==> src/gt_pkg.sv <==
// package: constants for the gated 16-bit timer and its controller
// Notes on behaviour
// go bit arms; count from next gate edge
// trailing gate edge clears go; then ignore gate
// clearing single-pulse enable also clears go
// gate level status always shows current gate; the code shows the gate after polarity, toggle and single-pulse logic
// gate level falling edge sets gate flag
// gate flag works with gate control off
// count wraps FFFF to 0000, sets overflow
// overflow irq needs on, enables; software clears
// sleep counting only unsynchronised external source
// overflow in sleep wakes; vectors if global
// capture copies count into capcmp pair
// compare event when capcmp equals count
// compare trigger clears count, no overflow flag
// software picks synced Fosc/4 for triggers
// count write beats simultaneous trigger clear
// prescale field divides by 1/2/4/8
// sync bit ignored for system clock sources
// wide mode makes 16-bit count access atomic
// timer on enables; off clears toggle flop
// gate enable qualifies counting while on
// gate polarity picks counting gate level
// four-bit clock select chooses count source
// toggle mode flop inverts on gate edge
// low read latches high; high write buffered
`default_nettype none
package gt_pkg;
	localparam int CNT_W = 16;
	localparam logic [15:0] CNT_ZERO = 16'h0000;
	localparam logic [15:0] CNT_ONE = 16'h0001;
	localparam logic [15:0] CNT_MAX = 16'hFFFF;
	// device register indices
	localparam logic [3:0] A_TCON = 4'h0;
	localparam logic [3:0] A_GCON = 4'h1;
	localparam logic [3:0] A_CLK = 4'h2;
	localparam logic [3:0] A_CLO = 4'h3;
	localparam logic [3:0] A_CHI = 4'h4;
	localparam logic [3:0] A_CCL = 4'h5;
	localparam logic [3:0] A_CCH = 4'h6;
	localparam logic [3:0] A_FLAG = 4'h7;
	localparam logic [3:0] A_IEN = 4'h8;
	// timer_control fields
	localparam int TC_ON = 0;
	localparam int TC_WIDE = 1;
	localparam int TC_SYNC = 2;
	localparam int TC_PS = 4;
	// gate_control fields
	localparam int GC_GO = 3;
	localparam int GC_SPM = 4;
	localparam int GC_GTM = 5;
	localparam int GC_POL = 6;
	localparam int GC_GE = 7;
	// flag and enable fields
	localparam int FL_OVF = 0;
	localparam int FL_GEV = 1;
	localparam int EN_PER = 6;
	localparam int EN_GLB = 7;
	// clock select codes
	localparam logic [3:0] CS_FOSC4 = 4'h1;
	localparam logic [3:0] CS_FOSC = 4'h2;
	localparam logic [3:0] CS_RSV = 4'hE;
	localparam logic [1:0] FOSC4_LAST = 2'h3;
	localparam logic [2:0] PS_MASK [0:3] = '{3'h0, 3'h1, 3'h3, 3'h7};
	// controller register byte offsets
	localparam logic [3:0] C_CMD = 4'h0;
	localparam logic [3:0] C_STAT = 4'h4;
	localparam logic [3:0] C_PER = 4'h8;
	localparam int CMD_A = 8;
	localparam int CMD_RD = 12;
	localparam int ST_BUSY = 8;
	localparam int PR_SLEEP = 0;
	localparam int PR_CAP = 1;
	localparam int PR_CMP = 2;
	localparam int PR_TRIG = 3;
	localparam logic [1:0] RESP_OK = 2'h0;
	localparam logic [1:0] RESP_ERR = 2'h2;
endpackage
`default_nettype wire

==> src/gt_if.sv <==
// interface: register port and peripheral signals between the two ends
`timescale 1ns/1ns
`default_nettype none
interface gt_if;
	logic [3:0] addr;
	logic wr;
	logic rd;
	logic [7:0] wdata;
	logic [7:0] rdata;
	logic rvalid;
	logic [15:0] src;
	logic gate;
	logic sleep;
	logic cap_event;
	logic cap_mode;
	logic cmp_mode;
	logic trig_en;
	modport dev (input addr, wr, rd, wdata, src, gate, sleep, cap_event,
		cap_mode, cmp_mode, trig_en, output rdata, rvalid);
	modport ctl (output addr, wr, rd, wdata, src, gate, sleep, cap_event,
		cap_mode, cmp_mode, trig_en, input rdata, rvalid);
endinterface
`default_nettype wire

==> src/gt_edge.sv <==
// edge finder with optional two-flop synchroniser
`timescale 1ns/1ns
`default_nettype none
module gt_edge (
	input wire logic clk_i,
	input wire logic rst_i,
	input wire logic d_i,
	input wire logic sync_i,
	output logic level_o,
	output logic rise_o,
	output logic fall_o
);
	logic s1, s2, d1, prev;
	// s1 feeds only s2
	always_ff @(posedge clk_i or posedge rst_i) begin
		if (rst_i) begin
			s1 <= 1'h0;
			s2 <= 1'h0;
			d1 <= 1'h0;
			prev <= 1'h0;
		end else begin
			s1 <= d_i;
			s2 <= s1;
			d1 <= d_i;
			prev <= level_o;
		end
	end
	// pick path, then compare with last level
	assign level_o = sync_i ? s2 : d1;
	assign rise_o = level_o && !prev;
	assign fall_o = !level_o && prev;
endmodule // gt_edge
`default_nettype wire

==> src/gt_timer.sv <==
// gated 16-bit timer: device end
//
// Design decisions made here: the placing of the registers and the gt_if register port to them; the AXI4-Lite side is in gt_ctl.
`timescale 1ns/1ns
`default_nettype none
module gt_timer import gt_pkg::*; (
	input wire logic clk_i,
	input wire logic rst_i,
	gt_if.dev bus,
	output logic irq_o,
	output logic wake_o,
	output logic compare_event_o
);
	logic [1:0] ps_sel;
	logic sync_off, wide, tmr_on;
	logic ge, gate_polarity, gate_toggle_enable, spm, go;
	logic [3:0] cs;
	logic [CNT_W-1:0] count, capcmp;
	logic [7:0] hi_hold, hi_buf, rd_val;
	logic ovf_flag, gev_flag, ovf_en, gev_en, per_en, glb_en;
	logic [1:0] q4;
	logic [2:0] presc;
	logic pulse_on, gate_level_status, tff, gt_d, match_d;
	logic wr_tc, wr_gc, wr_cs, wr_lo, wr_hi, wr_cl, wr_ch, wr_fl, wr_en;
	logic rd_lo, cnt_wr, internal, src_rise, edge_in, awake_ok, tick, run;
	logic g_lvl, g_rise, g_fall, gp, gp_rise, gtm_lvl, gtm_rise, gtm_fall;
	logic gate_next, gev_hit, ovf_hit, match, cmp_pulse, trig_clr, ovf_req;

	// register strobes
	assign wr_tc = bus.wr && bus.addr == A_TCON;
	assign wr_gc = bus.wr && bus.addr == A_GCON;
	assign wr_cs = bus.wr && bus.addr == A_CLK;
	assign wr_lo = bus.wr && bus.addr == A_CLO;
	assign wr_hi = bus.wr && bus.addr == A_CHI;
	assign wr_cl = bus.wr && bus.addr == A_CCL;
	assign wr_ch = bus.wr && bus.addr == A_CCH;
	assign wr_fl = bus.wr && bus.addr == A_FLAG;
	assign wr_en = bus.wr && bus.addr == A_IEN;
	assign rd_lo = bus.rd && bus.addr == A_CLO;
	assign cnt_wr = wr_lo || (wr_hi && !wide);

	// timer_control
	always_ff @(posedge clk_i or posedge rst_i) begin
		if (rst_i) begin
			ps_sel <= 2'h0;
			sync_off <= 1'h0;
			wide <= 1'h0;
			tmr_on <= 1'h0;
		end else if (wr_tc) begin
			ps_sel <= bus.wdata[TC_PS+1:TC_PS];
			sync_off <= bus.wdata[TC_SYNC];
			wide <= bus.wdata[TC_WIDE];
			tmr_on <= bus.wdata[TC_ON];
		end
	end

	// gate_control writable bits and clock select
	always_ff @(posedge clk_i or posedge rst_i) begin
		if (rst_i) begin
			ge <= 1'h0;
			gate_polarity <= 1'h0;
			gate_toggle_enable <= 1'h0;
			spm <= 1'h0;
			cs <= 4'h0;
		end else begin
			if (wr_gc) begin
				ge <= bus.wdata[GC_GE];
				gate_polarity <= bus.wdata[GC_POL];
				gate_toggle_enable <= bus.wdata[GC_GTM];
				spm <= bus.wdata[GC_SPM];
			end
			if (wr_cs) begin
				cs <= bus.wdata[3:0];
			end
		end
	end

	// interrupt enables
	always_ff @(posedge clk_i or posedge rst_i) begin
		if (rst_i) begin
			ovf_en <= 1'h0;
			gev_en <= 1'h0;
			per_en <= 1'h0;
			glb_en <= 1'h0;
		end else if (wr_en) begin
			ovf_en <= bus.wdata[FL_OVF];
			gev_en <= bus.wdata[FL_GEV];
			per_en <= bus.wdata[EN_PER];
			glb_en <= bus.wdata[EN_GLB];
		end
	end

	// count source: system clock paths skip the synchroniser
	assign internal = (cs == CS_FOSC) || (cs == CS_FOSC4);
	gt_edge u_src (
		.clk_i(clk_i),
		.rst_i(rst_i),
		.d_i(bus.src[cs]),
		.sync_i(!sync_off),
		.level_o(),
		.rise_o(src_rise),
		.fall_o()
	);
	assign edge_in = (cs == CS_FOSC) ? 1'h1 :
		(cs == CS_FOSC4) ? (q4 == FOSC4_LAST) :
		(cs >= CS_RSV) ? 1'h0 : src_rise;
	// asleep, only an unsynchronised outside source keeps running
	assign awake_ok = !bus.sleep || (sync_off && !internal);
	assign tick = edge_in && awake_ok &&
		((presc & PS_MASK[ps_sel]) == PS_MASK[ps_sel]);
	assign run = tmr_on && (!ge || gate_level_status) && tick;

	// free-running quarter-rate strobe; prescaler cleared by count writes
	always_ff @(posedge clk_i or posedge rst_i) begin
		if (rst_i) begin
			q4 <= 2'h0;
			presc <= 3'h0;
		end else begin
			q4 <= q4 + 2'h1;
			if (cnt_wr) begin
				presc <= 3'h0;
			end else if (edge_in && awake_ok && tmr_on) begin
				presc <= presc + 3'h1;
			end
		end
	end

	// gate input, polarity and toggle flop
	gt_edge u_gate (
		.clk_i(clk_i),
		.rst_i(rst_i),
		.d_i(bus.gate),
		.sync_i(1'h0),
		.level_o(g_lvl),
		.rise_o(g_rise),
		.fall_o(g_fall)
	);
	assign gp = gate_polarity ? g_lvl : !g_lvl;
	assign gp_rise = gate_polarity ? g_rise : g_fall;
	always_ff @(posedge clk_i or posedge rst_i) begin
		if (rst_i) begin
			tff <= 1'h0;
		end else if (!gate_toggle_enable || !tmr_on) begin
			tff <= 1'h0;
		end else if (gp_rise) begin
			tff <= !tff;
		end
	end
	assign gtm_lvl = gate_toggle_enable ? tff : gp;
	assign gtm_rise = gtm_lvl && !gt_d;
	assign gtm_fall = !gtm_lvl && gt_d;

	// single-pulse window follows one gate pulse after arming
	always_ff @(posedge clk_i or posedge rst_i) begin
		if (rst_i) begin
			gt_d <= 1'h0;
			pulse_on <= 1'h0;
		end else begin
			gt_d <= gtm_lvl;
			if (!spm) begin
				pulse_on <= 1'h0;
			end else if (go && gtm_rise) begin
				pulse_on <= 1'h1;
			end else if (gtm_fall) begin
				pulse_on <= 1'h0;
			end
		end
	end

	// acquisition go bit: software write wins over hardware clear
	always_ff @(posedge clk_i or posedge rst_i) begin
		if (rst_i) begin
			go <= 1'h0;
		end else if (wr_gc) begin
			go <= bus.wdata[GC_GO] && bus.wdata[GC_SPM];
		end else if (!spm) begin
			go <= 1'h0;
		end else if (pulse_on && gtm_fall) begin
			go <= 1'h0;
		end
	end

	// gate level seen by the counter
	assign gate_next = spm ? pulse_on : gtm_lvl;
	assign gev_hit = gate_level_status && !gate_next;
	always_ff @(posedge clk_i or posedge rst_i) begin
		if (rst_i) begin
			gate_level_status <= 1'h0;
		end else begin
			gate_level_status <= gate_next;
		end
	end

	// compare match and trigger clear
	assign match = count == capcmp;
	assign cmp_pulse = bus.cmp_mode && match && !match_d;
	assign trig_clr = cmp_pulse && bus.trig_en;
	assign ovf_hit = run && count == CNT_MAX && !cnt_wr && !trig_clr;

	// count register
	always_ff @(posedge clk_i or posedge rst_i) begin
		if (rst_i) begin
			count <= CNT_ZERO;
		end else if (wr_lo) begin
			count <= {wide ? hi_buf : count[15:8], bus.wdata};
		end else if (wr_hi && !wide) begin
			count[15:8] <= bus.wdata;
		end else if (trig_clr) begin
			count <= CNT_ZERO;
		end else if (run) begin
			count <= count + CNT_ONE;
		end
	end

	// byte pairing for wide access
	always_ff @(posedge clk_i or posedge rst_i) begin
		if (rst_i) begin
			hi_hold <= 8'h00;
			hi_buf <= 8'h00;
		end else begin
			if (rd_lo) begin
				hi_hold <= count[15:8];
			end
			if (wr_hi) begin
				hi_buf <= bus.wdata;
			end
		end
	end

	// capture/compare pair
	always_ff @(posedge clk_i or posedge rst_i) begin
		if (rst_i) begin
			capcmp <= CNT_ZERO;
			match_d <= 1'h0;
		end else begin
			match_d <= match;
			if (bus.cap_mode && bus.cap_event) begin
				capcmp <= count;
			end else if (wr_cl) begin
				capcmp[7:0] <= bus.wdata;
			end else if (wr_ch) begin
				capcmp[15:8] <= bus.wdata;
			end
		end
	end

	// sticky flags: a new event beats a clearing write
	always_ff @(posedge clk_i or posedge rst_i) begin
		if (rst_i) begin
			ovf_flag <= 1'h0;
			gev_flag <= 1'h0;
		end else begin
			ovf_flag <= ovf_hit || (wr_fl ? bus.wdata[FL_OVF] : ovf_flag);
			gev_flag <= gev_hit || (wr_fl ? bus.wdata[FL_GEV] : gev_flag);
		end
	end

	// read data mux
	always_comb begin
		unique case (bus.addr)
			A_TCON: rd_val = {2'h0, ps_sel, 1'h0, sync_off, wide, tmr_on};
			A_GCON: rd_val = {ge, gate_polarity, gate_toggle_enable, spm, go, gate_level_status, 2'h0};
			A_CLK: rd_val = {4'h0, cs};
			A_CLO: rd_val = count[7:0];
			A_CHI: rd_val = wide ? hi_hold : count[15:8];
			A_CCL: rd_val = capcmp[7:0];
			A_CCH: rd_val = capcmp[15:8];
			A_FLAG: rd_val = {6'h00, gev_flag, ovf_flag};
			A_IEN: rd_val = {glb_en, per_en, 4'h0, gev_en, ovf_en};
			default: rd_val = 8'h00;
		endcase
	end

	// registered outputs
	assign ovf_req = ovf_flag && ovf_en && tmr_on && per_en;
	always_ff @(posedge clk_i or posedge rst_i) begin
		if (rst_i) begin
			bus.rdata <= 8'h00;
			bus.rvalid <= 1'h0;
			irq_o <= 1'h0;
			wake_o <= 1'h0;
			compare_event_o <= 1'h0;
		end else begin
			bus.rvalid <= bus.rd;
			if (bus.rd) begin
				bus.rdata <= rd_val;
			end
			irq_o <= (ovf_req || (gev_flag && gev_en && per_en)) && glb_en;
			wake_o <= ovf_req && bus.sleep;
			compare_event_o <= cmp_pulse;
		end
	end
endmodule // gt_timer
`default_nettype wire

==> src/flat_wrapper.sv <==
// flat-port wrapper written by rule: the top's interface ports become plain ports
module gt_timer_flat import gt_pkg::*;
  (clk_i, rst_i, irq_o, wake_o, compare_event_o, bus_addr, bus_wr, bus_rd, bus_wdata, bus_src, bus_gate, bus_sleep, bus_cap_event, bus_cap_mode, bus_cmp_mode, bus_trig_en, bus_rdata, bus_rvalid);
  gt_if bus_i ();
  input wire logic clk_i;
  input wire logic rst_i;
  output logic irq_o;
  output logic wake_o;
  output logic compare_event_o;
  input wire logic [$bits(bus_i.addr)-1:0] bus_addr;
  input wire logic [$bits(bus_i.wr)-1:0] bus_wr;
  input wire logic [$bits(bus_i.rd)-1:0] bus_rd;
  input wire logic [$bits(bus_i.wdata)-1:0] bus_wdata;
  input wire logic [$bits(bus_i.src)-1:0] bus_src;
  input wire logic [$bits(bus_i.gate)-1:0] bus_gate;
  input wire logic [$bits(bus_i.sleep)-1:0] bus_sleep;
  input wire logic [$bits(bus_i.cap_event)-1:0] bus_cap_event;
  input wire logic [$bits(bus_i.cap_mode)-1:0] bus_cap_mode;
  input wire logic [$bits(bus_i.cmp_mode)-1:0] bus_cmp_mode;
  input wire logic [$bits(bus_i.trig_en)-1:0] bus_trig_en;
  output wire logic [$bits(bus_i.rdata)-1:0] bus_rdata;
  output wire logic [$bits(bus_i.rvalid)-1:0] bus_rvalid;
  assign bus_i.addr = bus_addr;
  assign bus_i.wr = bus_wr;
  assign bus_i.rd = bus_rd;
  assign bus_i.wdata = bus_wdata;
  assign bus_i.src = bus_src;
  assign bus_i.gate = bus_gate;
  assign bus_i.sleep = bus_sleep;
  assign bus_i.cap_event = bus_cap_event;
  assign bus_i.cap_mode = bus_cap_mode;
  assign bus_i.cmp_mode = bus_cmp_mode;
  assign bus_i.trig_en = bus_trig_en;
  assign bus_rdata = bus_i.rdata;
  assign bus_rvalid = bus_i.rvalid;
  gt_timer u_core (.clk_i(clk_i), .rst_i(rst_i), .bus(bus_i), .irq_o(irq_o), .wake_o(wake_o), .compare_event_o(compare_event_o));
endmodule
==> config.mk <==
export PLATFORM = sky130hd
export DESIGN_NAME = gt_timer_flat
export DESIGN_NICKNAME = d
export VERILOG_FILES = /design/src/gt_pkg.sv /design/src/gt_if.sv /design/src/gt_edge.sv /design/src/gt_timer.sv /design/src/flat_wrapper.sv
export SDC_FILE = /design/constraint.sdc
export NUM_CORES = 1
export LEC_CHECK = 0
export ABC_AREA = 1
export BUFFER_PORTS_ARGS = -buffer_cell sky130_fd_sc_hd__buf_2
export CORE_MARGIN = 8
export CORE_UTILIZATION = 55
export CTS_CLUSTER_SIZE = 24
export DETAILED_ROUTE_END_ITERATION = 10
export PLACE_DENSITY_LB_ADDON = 0.2
export RECOVER_POWER = 25
export SLEW_MARGIN = 20
export SYNTH_ARGS = -nofsm -noshare
export SYNTH_HDL_FRONTEND = slang
export SYNTH_SLANG_ARGS = --single-unit
==> constraint.sdc <==
create_clock -name clk_i -period 7.3 [get_ports clk_i]
set_input_delay 0.365 -clock clk_i [delete_from_list [all_inputs] [get_ports clk_i]]
set_output_delay 0.365 -clock clk_i [all_outputs]
set_load 0.02 [all_outputs]
# Yosys cells after proc, flatten, opt, wreduce, memory -nomap -nowiden
# Cells that the tools add are included.
[word_totals]
ff_bits = 95
latchBits = 0
ram_bits = 0
romBits = 0
inputBits = 38
word_cells = 177
n_memories = 0
[classes]
n_addsub = 3
multipliers = 0
div = 0
n_lt_le_gt_ge = 3
eq_ne = 19
shift = 0
mux = 37
n_bitwise = 2
reduce_logical = 74
[op_table]
columns = ["cell", "count"]
rows = [
  ["$pmux 8 s9", 1],
  ["$mux 16", 4],
  ["$mux 8", 7],
  ["$logic_and 1x1->1", 40],
  ["$mux 1", 19],
  ["$add 16x1->16 const B", 1],
  ["$eq 16x16->1", 1],
  ["$eq 16x16->1 const B", 1],
  ["$eq 4x3->1 const B", 4],
  ["$logic_not 1->1", 16],
  ["$eq 4x2->1 const B", 3],
  ["$mux 3", 4],
  ["$eq 4x1->1 const B", 2],
  ["$logic_or 1x1->1", 8],
  ["$reduce_bool 2->1", 4],
  ["$bmux 3 s2", 1],
  ["$ne 3x3->1 const B", 2],
  ["$reduce_and 2->1", 3],
  ["$lt 4x5->1 const B", 1],
  ["$bmux 1 s4", 1],
  ["$eq 4x4->1 const B", 1],
  ["$ge 4x4->1 const B", 1],
  ["$logic_not 4->1", 1],
  ["$ne 2x1->1 const B", 2],
  ["other kinds (10)", 10],
]

# Logic depth before layout (Yosys ltp)
# Gate-level depths: netlist of run 1.
[logic_depth]
ltp_word = 12
mapped_depth = 13
depth_no_buf = 12

# Cells and area by module
# A second synthesis of run 1 with hierarchy kept.
[unflattened]
hier_cells = 742
area_unflattened_um2 = 5511.5
[modules_own_cells]
columns = ["mod", "n_inst", "cells_per_inst", "area_per_inst_um2"]
rows = [
  ["gt_timer", 1, 710, 5243.8],
  ["gt_edge", 2, 16, 133.9],
]

# Least setup slack after synthesis of run 1
# Ideal clock, no wire load.
[synth_timing]
path_type = "register -> register"
from = "register u_core.count[10]"
to = "register u_core.count[10]"
t_arrival_ns = 1.440
slack_ns = 5.743
path_stages_with_launch = 12
n_path_buf = 1
period_less_slack_ns = 1.557
path_cell_list = "dfrtp_1 -> inv_1 -> nand2_1 -> a21oi_2 -> nand2_1 -> nor2_2 -> nand4_4 -> buf_6 -> nand3b_1 -> nand2_1 -> nand2_1 -> nand2_1"
[synth_between]
elab_chain_len = 7
word_cells_on_any_way = 11
[synth_rtl]
columns = ["item", "line_no", "rtl"]
rows = [
  ["from (decl)", "gt_timer.sv:18", "logic [CNT_W-1:0] count, capcmp;"],
  ["from (signal assigned)", "gt_timer.sv:205", "count <= {wide ? hi_buf : count[15:8], bus.wdata};"],
  ["from (signal assigned)", "gt_timer.sv:207", "count[15:8] <= bus.wdata;"],
  ["from (signal assigned)", "gt_timer.sv:211", "count <= count + CNT_ONE;"],
  ["parallel branches: the longest is 7 deep, another holds $add 16x1->16", "--", ""],
]
# Several ways; the timed one is not identified. The select of a mux whose other input is x is not followed.
# A chain may end at the register's enable or synchronous reset.

==> results of run 1 <==
[per-stage QoR]
| stage | power (mW) | hold slack, ns | utilization [%] | worst slack [ns] |
|---|---|---|---|---|
| after global routing | 1.92 | 0.0860 | 62.7 | 4.84 |
| after global placement | 1.40 | 0.347 | 60.5 | 5.09 |
| final | 1.80 | 0.0962 | 62.7 | 5.15 |
| after floorplan | 1.21 | 0.354 | - | 4.46 |
| after detailed placement | 1.42 | 0.351 | 60.5 | 5.01 |
| after CTS | 1.80 | 0.0881 | 62.9 | 5.20 |
[final cells by class]
cell class | instances | area (sq um) | area share [%]
clock buffers | 9 | 124 | 2.13
inverters | 90 | 342 | 5.87
multi-input cells | 506 | 2480 | 42.5
well taps | 129 | 161 | 2.77
clock inverters | 6 | 86.3 | 1.48
repair buffers | 51 | 254 | 4.36
flip-flops and latches | 95 | 2380 | 40.8
[how the worst max path moves through the flow]
stage	startpoint	endpoint	slack [ns]
after floorplan	rst_i	u_core.bus.rdata[0]	4.46
after global placement	bus_addr[3]	u_core.count[15]	5.09
after detailed placement	bus_addr[3]	u_core.count[8]	5.01
after CTS	u_core.cs[0]	u_core.count[7]	5.20
after global routing	rst_i	u_core.bus.rdata[1]	4.84
final	rst_i	u_core.capcmp[8]	5.15
[flip-flops by register name, summed over array words and instances (netlist names), 2 cells and up]
name,count
u_core.hi_hold,8
u_core.presc,3
u_core.bus.rdata,8
u_core.ps_sel,2
u_core.cs,4
u_core.count,16
u_core.capcmp,16
u_core.hi_buf,8
u_core.q4,2
[layout by cell type (no fill, tap or decap), types with 11 or more instances in the layout]
cell type and count:
nand3_1 35, dfrtp_1 95, inv_1 68, buf_2 42, a21oi_1 11, inv_2 18, nand2_1 218, nand4_1 12
nor2_1 50, o21ai_0 79, a22oi_1 22, xor2_1 12
[routing by layer]
layer / vias to the layer above / global-route usage [%]
met1: 2351 / 33.1
met2: 244 / 40.4
met4: 0 / 12.3
li1: 2419 / -
met5: - / 0
met3: 37 / 4.70
[power by group]
group	switching (mW)	internal (mW)
combinational	0.411	0.207
sequential	0.153	0.654
clock	0.187	0.191
total	0.752	1.05
[cells by family after synthesis]
logic type	synth area share, %
simple gates	28.2
buf+inv	7.74
flops	45.1
xor+xnor	1.99
fa+ha+maj	0.712
compound gates	16.2
[worst max-delay path, cell delays in order]
cell and delay [ns]:
dlygate4sd3_1 0.53, clkbuf_1 0.11, clkinvlp_2 0.64, buf_4 0.80
==> metrics.yaml, run 1 <==
floorplan:
  fp.dieH_microns: 114
  io_pins: 50
  rows: 35
  core_sq_um: 9280
  start_util_pct: 56.8
  chipWidth_microns: 114
  fp.dieArea_sq_um: 13000
min_path:
  hold_end: "u_core.u_gate.d1"
  holdCritStartpoint: "bus_gate"
  hold_depth: 1
  hold_class: "primary input to register"
detailed_routing:
  dr.pass1.iters: 7
  vias: 5051
  routedWlPerCell_microns: 18.3
  wl_met3_mm: 1.43
  top_layer_used: "met4"
  drc: 0
  wl_met2_mm: 7.52
  ant_nets: 0
  wl_mm: 16.2
  drt_first_iter_violations: 559
  wl_met1_mm: 6.77
  avgViaCountPerCell: 5.70
critical_path:
  endpoint_kind: "asynchronous set/reset pin"
  worstPathArrival_ns: 2.53
  r2r-start: "u_core.cs[0]"
  r2r_cells: 11
  rrSetupSlack_ns: 5.16
  cp_data_required_time_ns: 7.68
  timing.rr.end: "u_core.count[7]"
  start_kind: "primary input"
  cp_max_fo: 71
  worst-setup-path-type: "primary input to asynchronous set/reset pin"
clocking:
  post_cts_resized: 0
  hold_buffers: 1
  clk-insertion-delay-late_ns: 0.37
  root_buffer: "clkbuf_8"
  ctsLongestPathBuffers: 2
  cts_inserted_buffers: 9
  cts.sinks: 95
  clk_pin_slew_ns: 0.10
  cts_setup_buffers: 0
  cts_tree: "built"
  h-tree-depth: 3
placement:
  portBuffers: 49
  postPlaceCellArea_sq_um: 5620
  dp_cells: 870
  gp_congestion: 0.983
  hpwlAfterDp_mm: 12.5
grt:
  antenna_found_initial: 0
  grt_pass1_wl_mm: 25.6
  grt_max_degree: 72
  grtUsageTotal_pct: 25.6
  overflow: 0
  grt_pass1_vias: 4795
flow_run:
  max_cap_viol_count: 0
synth:
  postSynthCellCount: 704
  synthArstFlopShare_pct: 100
  synth_area_leaders: "dfrtp_1 45%, nand2_1 16%, o21ai_0 7.5%"
  synth_top_area_share_pct: 45.1
  syn_area_sq_um: 5270
  synth_edf_count: 0
  yosys_register_bits: 95
  synth.most_common_cell: "nand2_1"
  synth_commonest_cells: "218 x nand2_1, 95 x dfrtp_1, 79 x o21ai_0"
  synthFlopType: "dfrtp_1"
  avgSynthCellArea_sq_um: 7.48
  yosysTopAreaCell: "dfrtp_1"
  ys_seq_area_share_pct: 45.1
  syn_nets: 745
  synthDistinctLibCells: 42
  yosysWarnings: 0
cells_and_area:
  fin_cells: 886
  area_delta_synth_final_pct: 10.5
  layout.nets: 794
  fin_area_sq_um: 5820
  num-fill-cells: 873
  n_antenna_cell: 0
  layout-drive-gt1-share_pct: 12.7
timing:
  clock_skew_ns: 0.0133
  slew_violations: 0
  post-route-min-period_ns: 2.15
  slew_headroom_pct: 26.4
  tns_ns: 0
  fmax_ghz: 0.466
  worstMarginPinSlew_ns: 1.10
  hold_viol: 0
  period_share_pct: 29.4
  setup_violations: 0
  rsz0062_at_grt: "no"
power:
  power_density_nw_per_um2: 310
  leakagePower_nw: 2.93
  ir_drop_mv: 0.193
run_status:
  outcome: "completed"
(Power assumes the default switching activity.)
==> run 2: changes to the inputs <==
--- a/config.mk
+++ b/config.mk
@@ -5,10 +5,10 @@
 export SDC_FILE = /design/constraint.sdc
 export NUM_CORES = 1
 export LEC_CHECK = 0
-export ABC_AREA = 1
+export ABC_AREA = 0
 export BUFFER_PORTS_ARGS = -buffer_cell sky130_fd_sc_hd__buf_2
 export CORE_MARGIN = 8
-export CORE_UTILIZATION = 55
+export CORE_UTILIZATION = 54
 export CTS_CLUSTER_SIZE = 24
 export DETAILED_ROUTE_END_ITERATION = 10
 export PLACE_DENSITY_LB_ADDON = 0.2
==> constraint.sdc (replaced) <==
create_clock -name clk_i -period 1.8 [get_ports clk_i]
set_input_delay 0.09 -clock clk_i [delete_from_list [all_inputs] [get_ports clk_i]]
set_output_delay 0.09 -clock clk_i [all_outputs]
set_load 0.02 [all_outputs]
==> metrics.yaml, run 2 <==
run_status:
  outcome: "finished with violations"
  violations: "setup timing"
detailed_routing:
  routedWlPerCell_microns: 20.8  # +14%
  vias: 5089  # +0.75%
  dr.pass1.iters: 5  # -2
  ant_nets: 0  # unchanged
  drc: 0  # unchanged
  drt_first_iter_violations: 481  # -14%
  avgViaCountPerCell: 6.01  # +5.4%
  wl_mm: 17.6  # +8.7%
cells_and_area:
  layout_commonest_cell: "buf_4"
  top_regs: "u_core.capcmp: 16 flops, u_core.count: 16 flops"
  multi_input_comb_area_sq_um: 3000  # +21%
  layout_common_cells: "104 x buf_4, 94 x dfrtp_1, 78 x nand2_1, 47 x buf_2, 32 x nor2_1"
  post-route-util_pct: 69.2  # +6.5 points
  num-fill-cells: 821  # -6.0%
  n_antenna_cell: 0  # unchanged
  layout.nets: 747  # -5.9%
  layout-drive-gt1-share_pct: 35.3  # +23 points
  seqCellArea_sq_um: 2380  # about the same
  area_delta_synth_final_pct: 26.7
floorplan:
  start_util_pct: 54.6  # -2.1 points
  io_pins: 50  # unchanged
  fp.dieArea_sq_um: 13800  # +6.4%
  core_sq_um: 10200  # +9.7%
  fp.dieH_microns: 117  # +3.2%
  rows: 37  # +5.7%
  chipWidth_microns: 117  # +3.2%
clocking:
  h-tree-depth: 3  # unchanged
  clk_pin_slew_ns: 0.10  # about the same
  cts.sinks: 95  # unchanged
  ctsLongestPathBuffers: 2  # unchanged
  cts_inserted_buffers: 9  # unchanged
  cts_tree: "built"
  root_buffer: "clkbuf_8"
  clk-insertion-delay-late_ns: 0.37  # about the same
timing:
  fin_ws_ns: -0.200  # -5.35 ns
  fmax_ghz: 0.500
  setup_violations: 17  # +17
  hold-worst-slack_ns: 0.0599  # -0.0363 ns
  rsz0062_at_grt: "yes"
  slew_headroom_pct: 13.3  # -13 points
  hold_viol: 0  # unchanged
  period_share_pct: 111
  worstMarginPinSlew_ns: 1.30  # +0.203 ns
  post-route-min-period_ns: 2.00
  clock_skew_ns: 0.00821  # -0.00510 ns
  slew_violations: 0  # unchanged
critical_path:
  endpoint_kind: "register"
  cp_max_fo: 8  # -89%
  r2r_cells: 9  # -2
  crit_chain: "xnor2_1 -> nand4_1 -> nor4_4 -> buf_4 -> a21oi_4 -> buf_4 -> buf_4 -> o21ai_0 -> a2bb2oi_1"
  cp_top_family: "simple AND/OR/NAND/NOR gates"
  worst_path_max_delay_cell: "dfrtp_1"
  worstPathArrival_ns: 2.26  # -0.27 ns
  start_kind: "register"
  slowest_delay_ns: 0.41  # -0.39 ns
  cp_data_required_time_ns: 2.06  # -5.62 ns
  worst-setup-path-type: "register to register"
  critPathBufInv: 3  # -1
  cpMostUsedCell: "buf_4"
  cp.depth: 9  # +5
min_path:
  hold_depth: 3  # +2
  hold_class: "primary input to register"
synth:
  synth_area_leaders: "dfrtp_1 43%, mux2_2 5.7%, mux2i_1 5.4%"
  synthDistinctLibCells: 63  # +50%
  yosysTopAreaCell: "dfrtp_1"
  synth_top_area_share_pct: 42.7  # -2.4 points
  yosysWarnings: 0  # unchanged
  syn_nets: 615  # -17%
  yosys_register_bits: 95  # unchanged
  synthArstFlopShare_pct: 100  # unchanged
  postSynthCellCount: 574  # -18%
  synth_edf_count: 0  # unchanged
  synth.most_common_cell: "dfrtp_1"
  synth_commonest_cells: "95 x dfrtp_1, 79 x nand2_1, 33 x nor2_1"
  synthFlopType: "dfrtp_1"
  avgSynthCellArea_sq_um: 9.69  # +29%
  syn_area_sq_um: 5560  # +5.6%
  ys_seq_area_share_pct: 42.7  # -2.4 points
grt:
  grtUsageTotal_pct: 25.9  # +0.31 points
  grt_pass1_vias: 5178  # +8.0%
  grt_pass1_wl_mm: 28.3  # +11%
  overflow: 0  # unchanged
  grt_max_degree: 96  # +33%
  antenna_found_initial: 0  # unchanged
power:
  seqPwrFrac_pct: 42.9  # -1.9 points
  leakagePower_nw: 3.16  # +7.8%
  combPwrFrac_pct: 33.5  # -0.8 points
  power_density_nw_per_um2: 897  # +190%
  ir_drop_mv: 0.617  # +220%
  clock_power_share_pct: 23.6  # +2.6 points
  swShare_pct: 34.4  # -7.3 points
  power_switching_mw: 2.17  # +190%
  p_int_mw: 4.15  # +290%
flow_run:
  max_cap_viol_count: 0  # unchanged
placement:
  hpwlAfterDp_mm: 13.3  # +6.6%
  portBuffers: 49  # unchanged
  gp_congestion: 0.934  # -4.9%
run 2: cell count changes after synthesis, moves of 16 or more:
| cell | change |
|---|---|
| mux2_2 | +28 |
| mux2i_1 | +30 |
| clkbuf_1 | +22 |
| nand2_1 | -139 |
| xnor2_1 | +18 |
| o21ai_0 | -47 |
| inv_2 | -18 |
| nor2_1 | -16 |
| nand3_1 | -21 |
| inv_1 | -51 |
run 2: stage by stage:
step	instance area [sq um]	setup slack, ns	TNS (ns)	total power [mW]	std cells
after floorplan	5600	-0.313	-3.41	3.86	574
after global placement	6640	-0.314	-5.32	4.60	821
after detailed placement	6640	-0.382	-6.60	4.66	821
after CTS	7010	-0.165	-2.22	6.30	845
after global routing	7040	-0.286	-4.27	6.63	847
final	7040	-0.200	-2.62	6.32	847
run 2: cell families (layout without fill, tap and decap cells):
family	count (synthesis)	in the layout	share of synthesized area, %
buffers and inverters	66	203	5.76
multiplexers	63	63	13.4
AO/OA/AOI/OAI	142	142	17.4
flip-flops	95	95	42.7
AND/OR/NAND/NOR	184	184	16.8
XOR/XNOR	21	21	3.31
adder cells (fa/ha/maj)	3	3	0.675
run 2: power groups by stage:
stage          sequential [mW]  combinational, mW  clock [mW]
2_1_floorplan             2.70               1.15           0
3_3_place_gp              2.72               1.88           0
3_5_place_dp              2.74               1.93           0
4_1_cts                   2.70               2.08        1.52
5_1_grt                   2.74               2.28        1.61
6_report                  2.71               2.12        1.49
run 2: final timing paths:
kind | start | endpoint | slack, ns
max | u_core.count[0] | u_core.count[2] | -0.20
min | bus_wdata[5] | u_core.hi_buf[5] | 0.06
max reg2reg | u_core.count[0] | u_core.count[2] | -0.20
min reg2reg | u_core.u_src.d1 | u_core.u_src.s2 | 0.40
max in group asynchronous | rst_i | u_core.cs[1] | 0.18
min in group asynchronous | rst_i | u_core.u_src.prev | 0.75
run 2: routing by layer:
metal,wire length [microns],GRT usage [%]
met2,8360,41.9
met5,0,0
met1,7590,33.5
met3,1220,5.37
met4,466,9.45
run 2: final cells by class:
class                   count  area share (%)
clock buffers               9            1.76
clock inverters             7            1.15
inverters                  18            1.01
multi-input cells         413            42.5
flip-flops and latches     95            33.8
well taps                 136            2.42
repair buffers            169            17.4
run 2: worst register-to-register path: cells and delay by family, from the launching register on:
kind,cells,cell delay (ns)
simple gates,2,0.58
buf+inv,3,0.48
flops,1,0.41
xor+xnor,1,0.17
compound gates,3,0.25
run 2: repair_timing:
item                                    4_1_cts  5_1_grt
hold endpoints to repair                     97        0
buffers inserted                              5        3
endpoints found under the setup margin       20       21
hold buffers                                  3        0
gates resized for setup                      21        8
pin swaps                                    17       12
==> run 3: changes to the inputs <==
--- a/config.mk
+++ b/config.mk
@@ -11,6 +11,7 @@
 export CORE_UTILIZATION = 54
 export CTS_CLUSTER_SIZE = 24
 export DETAILED_ROUTE_END_ITERATION = 10
+export MAX_ROUTING_LAYER = met4
 export PLACE_DENSITY_LB_ADDON = 0.2
 export RECOVER_POWER = 25
 export SLEW_MARGIN = 20
==> constraint.sdc (replaced) <==
create_clock -name clk_i -period 1.8 [get_ports clk_i]
set_input_delay 0.09 -clock clk_i [delete_from_list [all_inputs] [get_ports clk_i]]
set_output_delay 0.09 -clock clk_i [all_outputs]
set_load 0.005 [all_outputs]
==> metrics.yaml, run 3 (synthesized netlist as in run 2, its figures left out) <==
run_status:
  violations: "setup timing"
  outcome: "finished with violations"
detailed_routing:
  drc: 0  # unchanged
  vias: 5032  # -1.1%
  drt_first_iter_violations: 566  # +18%
  avgViaCountPerCell: 5.97  # -0.65%
  wl_mm: 17.8  # +0.93%
  dr.pass1.iters: 5  # unchanged
  routedWlPerCell_microns: 21.1  # +1.4%
  ant_nets: 0  # unchanged
grt:
  grt_max_degree: 54  # -44%
  grt_pass1_vias: 4979  # -3.8%
  grtUsageTotal_pct: 26.7  # +0.87 points
  grt_pass1_wl_mm: 28.0  # -1.0%
  overflow: 0  # unchanged
  antenna_found_initial: 0  # unchanged
timing:
  rsz0062_at_grt: "yes"
  period_share_pct: 110  # -1.1 points
  setup_violations: 18  # +1
  hold_viol: 0  # unchanged
  slew_violations: 0  # unchanged
  hold-worst-slack_ns: 0.0372  # -0.0227 ns
  post-route-min-period_ns: 1.98  # -0.0193 ns
  fin_ws_ns: -0.180  # +0.0193 ns
  slew_headroom_pct: 34.4  # +21 points
  worstMarginPinSlew_ns: 0.983  # -0.318 ns
  fmax_ghz: 0.505  # +0.97%
  clock_skew_ns: 0.0125  # +0.00427 ns
cells_and_area:
  num-fill-cells: 805  # -1.9%
  top_regs: "u_core.capcmp: 16 flops, u_core.count: 16 flops"
  multi_input_comb_area_sq_um: 3000  # +0.25%
  layout_commonest_cell: "buf_4"
  layout.nets: 743  # -0.54%
  fin_area_sq_um: 7020  # -0.34%
  layout_common_cells: "98 x buf_4, 94 x dfrtp_1, 78 x nand2_1, 48 x buf_2, 32 x nor2_1"
  seqCellArea_sq_um: 2380  # unchanged
  n_antenna_cell: 0  # unchanged
  layout-drive-gt1-share_pct: 34.7  # -0.65 points
  area_delta_synth_final_pct: 26.2
clocking:
  cts_tree: "built"
  cts_inserted_buffers: 9  # unchanged
  ctsLongestPathBuffers: 2  # unchanged
  clk_pin_slew_ns: 0.10  # about the same
  h-tree-depth: 3  # unchanged
  root_buffer: "clkbuf_8"
  clk-insertion-delay-late_ns: 0.39  # +0.02 ns
  cts.sinks: 95  # unchanged
placement:
  portBuffers: 49  # unchanged
  gp_congestion: 0.993  # +6.3%
  postPlaceCellArea_sq_um: 6630  # -0.26%
  hpwlAfterDp_mm: 13.3  # about the same
power:
  power_mw: 6.29  # -0.54%
  combPwrFrac_pct: 33.7  # +0.2 points
  swShare_pct: 34.1  # -0.24 points
  p_int_mw: 4.14  # -0.19%
  seqPwrFrac_pct: 43.1  # +0.2 points
  power_density_nw_per_um2: 896  # -0.21%
  clock_power_share_pct: 23.2  # -0.4 points
  power_switching_mw: 2.15  # -1.2%
  leakagePower_nw: 3.15  # -0.26%
  ir_drop_mv: 1.06  # +72%
floorplan:
  start_util_pct: 54.6  # unchanged
  fp.dieArea_sq_um: 13800  # unchanged
  core_sq_um: 10200  # unchanged
  io_pins: 50  # unchanged
  rows: 37  # unchanged
  fp.dieH_microns: 117  # unchanged
  chipWidth_microns: 117  # unchanged
critical_path:
  endpoint_kind: "register"
  cp_data_required_time_ns: 2.12  # +0.06 ns
  worstPathArrival_ns: 2.30  # +0.04 ns
  start_kind: "register"
  cp_max_fo: 3  # -5
  worst-setup-path-type: "register to register"
min_path:
  hold_class: "primary input to register"
flow_run:
  max_cap_viol_count: 0  # unchanged
## run 3: cell types whose count changed in the layout (fill, tap and decap cells not counted), sizes merged
cell	before	now
a21oi	24	25
buf	162	159
clkbuf	13	11
clkinvlp	3	4
inv	19	18
## run 3: layer usage
metal  share of wire [%]  vias to the layer above  global-route usage (%)
met4                 2.2                        0                    7.85
met2                  47                      202                    41.3
met5                   0                        -                       -
met1                  42                     2458                    33.6
li1                    -                     2338                       -
met3                 8.4                       34                    7.53
## run 3: worst paths after layout
check                                           end       startpoint  cells after the start  slack [ns]
worst max-delay path               u_core.count[13]  u_core.count[6]                      8       -0.18
worst min-delay path                  u_core.wake_o        bus_sleep                      4        0.04
worst max register to register     u_core.count[13]  u_core.count[6]                      8       -0.18
worst min register to register      u_core.u_src.s2  u_core.u_src.d1                      0        0.41
max in group asynchronous       u_core.bus.rdata[5]            rst_i                      4        0.45
min in group asynchronous             u_core.wake_o            rst_i                      3        0.15
## run 3: what timing repair did
action	in CTS	in global routing
buffers inserted	4	3
setup endpoints to repair	18	21
hold buffers	3	0
pin swaps	16	14
gates cloned	1	0
endpoints found under the hold margin	97	0
resized for setup	18	10
## run 3: area by class of cell
cell class                      instances  share of cell area (%)
Multi-Input combinational cell        414                    42.8
Tap cell                              136                    2.42
Timing Repair Buffer                  164                    17.2
Clock buffer                            9                    1.76
Inverter                               18                   0.980
Clock inverter                          7                    1.02
Sequential cell                        95                    33.9
## run 3: through the flow
stage	cells	util, %	TNS [ns]	worst slack, ns
2_1_floorplan	574	-	-3.41	-0.313
3_3_place_gp	817	65.1	-2.57	-0.213
3_5_place_dp	817	65.1	-2.96	-0.240
4_1_cts	841	68.5	-1.99	-0.164
5_1_grt	843	68.9	-4.10	-0.271
6_report	843	68.9	-2.37	-0.180
## run 3: worst max-delay path, cell delays in order, from the launching register on
cell and delay [ns]:
dfrtp_1 0.44, xnor2_2 0.21, nand4_1 0.17, nor4_4 0.29
buf_6 0.15, buf_6 0.12, nand2_4 0.05, a311o_1 0.37
a21oi_2 0.10
## run 3: power by group through the flow
stage	Sequential (mW)	Clock (mW)	Combinational, mW
global placement	2.72	0	1.83
global route	2.75	1.55	2.27
floorplan	2.68	0	1.15
CTS	2.70	1.48	2.04
finish	2.71	1.46	2.12
detailed placement	2.74	0	1.88
